`src/haptic_seq_defines.svh`:
```
// Offsets, field positions, reset values and timing counts of the waveform sequencer slots.
`ifndef HAPTIC_SEQ_DEFINES_SVH
`define HAPTIC_SEQ_DEFINES_SVH

`define TRIGGER_CTRL_OFFSET  8'h0c
`define TRIGGER_GO_BIT       0
`define SLOT_BASE_OFFSET     8'h0f
`define SLOT_TWO_OFFSET      8'h10
`define SLOT_LAST_OFFSET     8'h16
`define SLOT_COUNT           8
`define SLOT_FLAG_BIT        7
`define SLOT_VALUE_MSB       6
`define SLOT_ONE_RESET       8'h01
`define SLOT_OTHER_RESET     8'h00
`define CLK_PERIOD_NS        50
`define DELAY_STEP_MS        10
`define DELAY_STEP_CYCLES    ((`DELAY_STEP_MS * 1000000) / `CLK_PERIOD_NS)
`define STEP_CNT_W           24

`endif

```
`src/haptic_seq_pkg.sv`:
```
// Types shared by the waveform sequencer slot logic.
`include "haptic_seq_defines.svh"

package haptic_seq_pkg;

  // One sequence slot: delay flag above a seven-bit entry.
  typedef struct packed {
    logic       delay_flag;
    logic [6:0] entry;
  } slot_t;

  // Sequencer states, one-hot.
  typedef enum logic [3:0] {
    S_IDLE  = 4'b0001,
    S_FETCH = 4'b0010,
    S_PLAY  = 4'b0100,
    S_WAIT  = 4'b1000
  } seq_state_t;

  // Complete state of the sequencer module.
  typedef struct packed {
    slot_t [`SLOT_COUNT-1:0] slots;
    logic                    go;
    seq_state_t              state;
    logic [3:0]              ptr;
    logic [`STEP_CNT_W-1:0]  step_cnt;
    logic [6:0]              wait_left;
    logic [7:0]              rdata;
    logic                    play_start;
    logic [6:0]              play_index;
    logic                    play_abort;
  } seq_st_t;

endpackage

```
`src/haptic_waveform_sequencer_slots.sv`:
```
// Waveform sequencer slot registers, software trigger and slot walking engine.
//
// Functional notes
// - Delay flag set: idle for entry times 10 ms.
// - Delay flag clear: entry is waveform index.
// - Index names a waveform in selected library.
// - Trigger starts playback at first slot, sequence_slot_one.
// - After a waveform, move to next slot.
// - At most eight slots, sequence_slot_one through 0x16.
// - Zero entry ends the sequence, plays nothing.
// - First slot resets to entry one, flag clear.
// - Trigger clears itself at sequence end; clearing it cancels playback.
// - External trigger sets the trigger bit too.
`timescale 1ns/10ps
`default_nettype none
`include "haptic_seq_defines.svh"

module haptic_waveform_sequencer_slots
  import haptic_seq_pkg::*;
#(
  parameter int NUM_SLOTS   = `SLOT_COUNT,
  parameter int STEP_CYCLES = `DELAY_STEP_CYCLES
) (
  input  wire logic       clk,
  input  wire logic       rst_n,
  input  wire logic [7:0] reg_addr,
  input  wire logic       reg_wr,
  input  wire logic       reg_rd,
  input  wire logic [7:0] reg_wdata,
  output logic      [7:0] reg_rdata,
  input  wire logic       ext_trigger,
  input  wire logic       play_done,
  output logic            play_start,
  output logic      [6:0] play_index,
  output logic            play_abort,
  output logic            idle_active,
  output logic            seq_busy
);

  // Refuse parameter values that the counters and slot array cannot hold.
  if (NUM_SLOTS < 1 || NUM_SLOTS > `SLOT_COUNT) begin : g_bad_slots
    $error("NUM_SLOTS must lie between 1 and the slot array size.");
  end
  if (STEP_CYCLES < 1 || STEP_CYCLES >= (1 << `STEP_CNT_W)) begin : g_bad_step
    $error("STEP_CYCLES does not fit the delay step counter.");
  end

  localparam logic [`STEP_CNT_W-1:0] STEP_LAST = `STEP_CNT_W'(STEP_CYCLES - 1); // Last count of one step.
  localparam logic [3:0]             PTR_END   = 4'(NUM_SLOTS);                 // Pointer value past the last slot.

  seq_st_t st;  // Registered state.
  seq_st_t nx;  // Next state.

  // Maps a register address to a slot number; the top bit flags a hit.
  function automatic logic [3:0] slot_decode(input logic [7:0] addr);
    logic [7:0] rel;
    rel = addr - `SLOT_BASE_OFFSET;
    if (addr >= `SLOT_BASE_OFFSET && addr <= `SLOT_LAST_OFFSET) begin
      slot_decode = {1'b1, rel[2:0]};
    end else begin
      slot_decode = 4'h0;
    end
  endfunction

  // Next-state logic: register access, trigger bit and slot walking.
  always_comb begin
    logic [3:0] wdec;
    logic [3:0] rdec;
    slot_t      cur;
    logic       done_seq;
    wdec     = slot_decode(reg_addr);
    rdec     = slot_decode(reg_addr);
    cur      = st.slots[st.ptr[2:0]];
    done_seq = 1'b0;
    nx            = st;
    nx.play_start = 1'b0;
    nx.play_abort = 1'b0;

    // Slot writes are accepted at any time; a slot not yet reached uses the new value.
    if (reg_wr && wdec[3]) begin
      nx.slots[wdec[2:0]] = reg_wdata;
    end

    // Read data is held until the next read strobe; unmapped addresses return zero.
    if (reg_rd) begin
      if (rdec[3]) begin
        nx.rdata = st.slots[rdec[2:0]];
      end else if (reg_addr == `TRIGGER_CTRL_OFFSET) begin
        nx.rdata = {7'h00, st.go};
      end else begin
        nx.rdata = 8'h00;
      end
    end

    // Walk the slots.
    case (st.state)
      S_IDLE: begin
        if (st.go) begin
          nx.state = S_FETCH;
          nx.ptr   = 4'h0;
        end
      end
      S_FETCH: begin
        if (st.ptr >= PTR_END) begin
          done_seq = 1'b1;
        end else if (cur.entry == 7'h00) begin
          done_seq = 1'b1;
        end else if (cur.delay_flag) begin
          nx.state     = S_WAIT;
          nx.wait_left = cur.entry;
          nx.step_cnt  = '0;
        end else begin
          // The index passes untouched; the engine looks it up in the selected library.
          nx.play_start = 1'b1;
          nx.play_index = cur.entry;
          nx.state      = S_PLAY;
        end
      end
      S_PLAY: begin
        if (play_done) begin
          nx.state = S_FETCH;
          nx.ptr   = st.ptr + 4'h1;
        end
      end
      S_WAIT: begin
        // One step of the delay is STEP_CYCLES clocks; no waveform is driven meanwhile.
        if (st.step_cnt == STEP_LAST) begin
          nx.step_cnt = '0;
          if (st.wait_left == 7'h01) begin
            nx.state = S_FETCH;
            nx.ptr   = st.ptr + 4'h1;
          end else begin
            nx.wait_left = st.wait_left - 7'h01;
          end
        end else begin
          nx.step_cnt = st.step_cnt + `STEP_CNT_W'(1);
        end
      end
      default: begin
        nx.state = S_IDLE;
      end
    endcase

    // Host clearing the trigger mid-sequence cancels at once.
    if (st.state != S_IDLE && !st.go) begin
      nx.state      = S_IDLE;
      nx.play_start = 1'b0;
      nx.play_abort = (st.state == S_PLAY) || (st.state == S_WAIT);
      done_seq      = 1'b0;
    end

    // Trigger bit: hardware clear at completion, then host write, then the set from the pin wins.
    if (done_seq) begin
      nx.go    = 1'b0;
      nx.state = S_IDLE;
    end
    if (reg_wr && reg_addr == `TRIGGER_CTRL_OFFSET) begin
      nx.go = reg_wdata[`TRIGGER_GO_BIT];
    end
    if (ext_trigger) begin
      nx.go = 1'b1;
    end
  end

  // State register with synchronous reset.
  always_ff @(posedge clk) begin
    if (!rst_n) begin
      st          <= '0;
      st.slots[0] <= `SLOT_ONE_RESET;
      st.state    <= S_IDLE;
    end else begin
      st <= nx;
    end
  end

  // Outputs come straight from state flops; seq_busy is the inverted S_IDLE state bit.
  assign reg_rdata   = st.rdata;
  assign play_start  = st.play_start;
  assign play_index  = st.play_index;
  assign play_abort  = st.play_abort;
  assign idle_active = st.state[3];
  assign seq_busy    = ~st.state[0];

  // Slot under the pointer, kept as a net so that the assertions see its sampled value.
  slot_t cur_slot;
  assign cur_slot = st.slots[st.ptr[2:0]];

  property p_start;
    @(posedge clk) disable iff (!rst_n)
      (st.state == S_IDLE && st.go) |=> (st.state == S_FETCH && st.ptr == 4'h0);
  endproperty
  a_start: assert property (p_start) else $error("Trigger did not start at the first slot.");

  property p_play;
    @(posedge clk) disable iff (!rst_n)
      (st.state == S_FETCH && st.go && st.ptr < PTR_END && !cur_slot.delay_flag && cur_slot.entry != 7'h00)
        |=> (play_start && play_index == $past(cur_slot.entry) && st.state == S_PLAY);
  endproperty
  a_play: assert property (p_play) else $error("Waveform slot did not start its index.");

  property p_wait;
    @(posedge clk) disable iff (!rst_n)
      (st.state == S_FETCH && st.go && st.ptr < PTR_END && cur_slot.delay_flag && cur_slot.entry != 7'h00)
        |=> (idle_active && !play_start && st.wait_left == $past(cur_slot.entry));
  endproperty
  a_wait: assert property (p_wait) else $error("Delay slot did not enter the idle period.");

  property p_zero_stop;
    @(posedge clk) disable iff (!rst_n)
      (st.state == S_FETCH && st.go && st.ptr < PTR_END && cur_slot.entry == 7'h00 && !ext_trigger
        && !(reg_wr && reg_addr == `TRIGGER_CTRL_OFFSET))
        |=> (st.state == S_IDLE && !st.go && !play_start);
  endproperty
  a_zero_stop: assert property (p_zero_stop) else $error("Zero entry did not end the sequence.");

  property p_advance;
    @(posedge clk) disable iff (!rst_n)
      (st.state == S_PLAY && st.go && play_done) |=> (st.state == S_FETCH && st.ptr == $past(st.ptr) + 4'h1);
  endproperty
  a_advance: assert property (p_advance) else $error("Sequencer did not move to the next slot.");

  property p_limit;
    @(posedge clk) disable iff (!rst_n)
      (st.state == S_FETCH && st.ptr >= PTR_END) |=> (st.state == S_IDLE && !play_start);
  endproperty
  a_limit: assert property (p_limit) else $error("Playback ran past the last slot.");

  property p_reset_slot;
    @(posedge clk) $past(!rst_n) |-> (st.slots[0] == 8'h01 && st.state == S_IDLE);
  endproperty
  a_reset_slot: assert property (p_reset_slot) else $error("First slot reset value wrong.");

  property p_cancel;
    @(posedge clk) disable iff (!rst_n)
      (st.state == S_PLAY && !st.go) |=> (st.state == S_IDLE && play_abort) ##1 !play_abort;
  endproperty
  a_cancel: assert property (p_cancel) else $error("Clearing the trigger did not cancel playback.");

  property p_ext;
    @(posedge clk) disable iff (!rst_n) ext_trigger |=> st.go;
  endproperty
  a_ext: assert property (p_ext) else $error("External trigger did not set the trigger bit.");

  property p_continue;
    @(posedge clk) disable iff (!rst_n)
      (st.state == S_WAIT && st.go && st.wait_left == 7'h01 && st.step_cnt == STEP_LAST)
        |=> (st.state == S_FETCH && st.ptr == $past(st.ptr) + 4'h1);
  endproperty
  a_continue: assert property (p_continue) else $error("Delay slot did not continue the sequence.");

endmodule
`default_nettype wire

```
`config.mk`:
```
export PLATFORM = sky130hd
export DESIGN_NAME = haptic_waveform_sequencer_slots
export DESIGN_NICKNAME = d
export VERILOG_FILES = /design/src/haptic_seq_pkg.sv /design/src/haptic_waveform_sequencer_slots.sv
export VERILOG_INCLUDE_DIRS = /design/src /design/src/src
export SDC_FILE = /design/constraint.sdc
export NUM_CORES = 1
export LEC_CHECK = 0
export BUFFER_PORTS_ARGS = -buffer_cell sky130_fd_sc_hd__buf_4
export CORE_MARGIN = 1
export CORE_UTILIZATION = 30
export CTS_CLUSTER_DIAMETER = 100
export DETAILED_ROUTE_END_ITERATION = 8
export GPL_ROUTABILITY_DRIVEN = 0
export PLACE_DENSITY_LB_ADDON = 0.12
export RECOVER_POWER = 50
export SLEW_MARGIN = 5
export SYNTH_ARGS = -nofsm -noshare
export SYNTH_HDL_FRONTEND = slang
export SYNTH_SLANG_ARGS = --single-unit
export TNS_END_PERCENT = 10
```
`constraint.sdc`:
```
create_clock -name clk -period 4.1 [get_ports clk]
set_input_delay 0.205 -clock clk [delete_from_list [all_inputs] [get_ports clk]]
set_output_delay 0.205 -clock clk [all_outputs]
set_load 0.1 [all_outputs]
```
==> impl_metrics.yaml <==
place:
  port_buffers: 40
  dp_hpwl_microns: 12600
cts:
  cts-buffers-inserted: 17
  clk_pin_slew_ns: 0.06
  cts.sinks: 121
  cts_tree: "yes"
  cts_setup_buffers: 0
  clk_latency_ns: 0.43
  cts_root_buffer: "clkbuf_16"
  ctsHoldBuffers: 0
  clockBufferDepth: 2
  htreeDepth: 4
  cts_resized: 0
run:
  max_cap_violations: 0
hold_path:
  hold_class: "in -> reg"
grt:
  grt_pass1_vias: 5213
  track_usage_pct: 17.9
  grt_max_degree: 62
  grt_pass1_wl_microns: 29900
  grt_overflow: 0
  antenna_found_initial: 0
timing:
  fin_setup_tns_ns: 0
  finalMaxSlewViolations: 0
  period_share_pct: 81.3
  finClkSkew_ns: 0.00944
  period_needed_ns: 3.33
  slew_headroom_pct: 20.6
  max_freq_mhz: 300
  setup_viol_count_final: 0
  rsz0062_at_grt: "no"
  hold_viol_final: 0
  worst_slew_pin_slew_ns: 1.20
  holdWs_ns: 0.0680
floorplanning:
  initial_core_util_pct: 30.5
  die_x_microns: 148
  row_count: 53
  die_h_microns: 148
  coreArea_sq_mm: 0.0210
  ios: 41
  die-area_sq_mm: 0.0219
final_layout:
  final_cell_mix: "dfxtp_1, nor2_1, mux2i_1"
  area_growth_pct: 15.6
  final_common_cell: "dfxtp_1"
  diodes: 0
  nets: 754
  drive_above_1_share_pct: 15.4
synthesis:
  ys_types: 60
  yosys_warnings: 0
  syn_avg_cell_area_sq_um: 8.97
  yosysSeqAreaShare_pct: 37.9
  synth_area_sq_mm: 0.00640
  syn_nets: 742
  synth_cells: 713
  ys_seq_elements: 121
  async_reset_ff_share_pct: 0
  yosys_most_used_dff: "dfxtp_1"
  synth-edff-count: 0
drt:
  drc: 2
  firstDrtPassIters: 7
  antenna_left: 0
  vias_per_cell: 5.25
  wl_microns: 18600
  drt_iter0_drc: 342
  vias: 5318
  wl_per_cell_microns: 18.3
worst_setup_path:
  cp.required_ns: 4.43
  slowest_delay_ns: 0.68
  crit_type: "reg -> reg"
  endpoint_kind: "flip-flop"
  path_cells: "buf_4, mux4_2, mux2_2, or3_1, o21bai_2, a22oi_2, a311oi_1"
  critPathLaunchType: "flip-flop"
  cp.arrival_ns: 3.66
  crit_slowest_cell: "dfxtp_1"
  worstPathMaxFanout: 24
run_status:
  violations: "DRC"
  outcome: "finished, violations left"
pwr:
  p_per_area_mw_per_mm2: 397
  leakage_nw: 2.61
  finalPower_mw: 2.93
  vdd_drop_max_v: 0.000214
## layout make-up
cell class	count	area, sq um
clock buffer	22	494
clock inverter	10	139
fill	2185	13600
inverter	15	56.3
multi-input combinational	510	3600
sequential	121	2420
tap	275	344
timing repair buffer	60	342
## cells in the mapped netlist, types with 3 or more instances
master	number	share of area [%]
nand3_1	15	1.2
o221ai_1	9	1.2
o21ai_0	42	3.3
mux4_2	17	6.0
buf_2	6	0.47
buf_4	17	2.0
or3_1	3	0.29
clkbuf_1	40	2.3
o22ai_1	9	0.88
mux2_2	22	3.9
a311oi_1	3	0.41
o21a_1	3	0.35
nor2_1	94	5.5
nor4_1	7	0.68
a22o_1	8	1.1
nand4_1	9	0.88
a31oi_1	17	1.7
a21oi_1	22	1.7
nor3_1	15	1.2
nand2_1	60	3.5
buf_1	4	0.23
and2_1	5	0.49
ha_1	7	1.4
nand2b_1	5	0.49
and3_1	9	0.88
o31ai_1	4	0.47
dfxtp_1	121	38
nand3b_1	6	0.70
o211ai_1	3	0.35
mux2i_1	81	13
inv_1	14	0.82
## final timing paths
check                                           startpoint                          to  slack [ns]  cells past startpoint
worst max register to register         st[50]$_SDFFE_PN0P_         st[32]$_SDFFE_PN0P_        0.77                      7
worst min-delay path                           ext_trigger         st[56]$_SDFFE_PN0P_        0.07                      3
worst min register to register  play_index[1]$_SDFFE_PN0P_  play_index[1]$_SDFFE_PN0P_        0.45                      2
worst max-delay path                   st[50]$_SDFFE_PN0P_         st[32]$_SDFFE_PN0P_        0.77                      7
## power breakdown
group          switching, mW  total, mW  internal [mW]
Combinational         0.0945      0.144         0.0500
Sequential            0.0126       1.19           1.18
Clock                  0.561       1.60           1.04
Total                  0.668       2.93           2.27
## metrics by stage
| step | area [sq um] | util [%] | std cells | worst slack (ns) |
|---|---|---|---|---|
| global placement | 6890 | 32.9 | 981 | 0.826 |
| detailed placement | 6890 | 32.9 | 981 | 0.715 |
| CTS | 7520 | 35.9 | 1013 | 0.706 |
| floorplan | 6400 | - | 713 | 1.26 |
| finish | 7390 | 35.3 | 1013 | 0.768 |
| global route | 7390 | 35.3 | 1013 | 0.487 |
## logic make-up (layout without fill, tap and decap cells)
kind of cell             Yosys count  in the layout  synth area share [%]
adder cells (fa/ha/maj)            7              7                  1.37
AO/OA/AOI/OAI                    138            138                  14.2
multiplexers                     120            120                  22.5
XOR/XNOR                           2              2                 0.274
AND/OR/NAND/NOR                  243            243                  17.9
buffers and inverters             82            107                  5.93
flip-flops                       121            121                  37.9
## metal layers
| metal | vias up | global-route usage [%] | wire (microns) |
|---|---|---|---|
| li1 | 2604 | - | - |
| met1 | 2555 | 24.2 | 9010 |
| met2 | 132 | 27.9 | 8470 |
| met3 | 27 | 3.21 | 759 |
| met4 | 0 | 7.27 | 336 |
| met5 | - | 0 | 0 |
## state kept, by name, summed over array words and instances, names as in the netlist
signal	cells
play_start	1
play_abort	1
st	103
play_index	7
reg_rdata	8
idle_active	1
## critical path: cells and delay by family, from the launching register on
kind,cells,cell delay (ns)
multiplexers,2,0.83
buffers and inverters,1,0.33
AND/OR/NAND/NOR,1,0.38
AO/OA/AOI/OAI,3,0.99
flip-flops,1,0.68
Power figures use the tool's default switching activity.
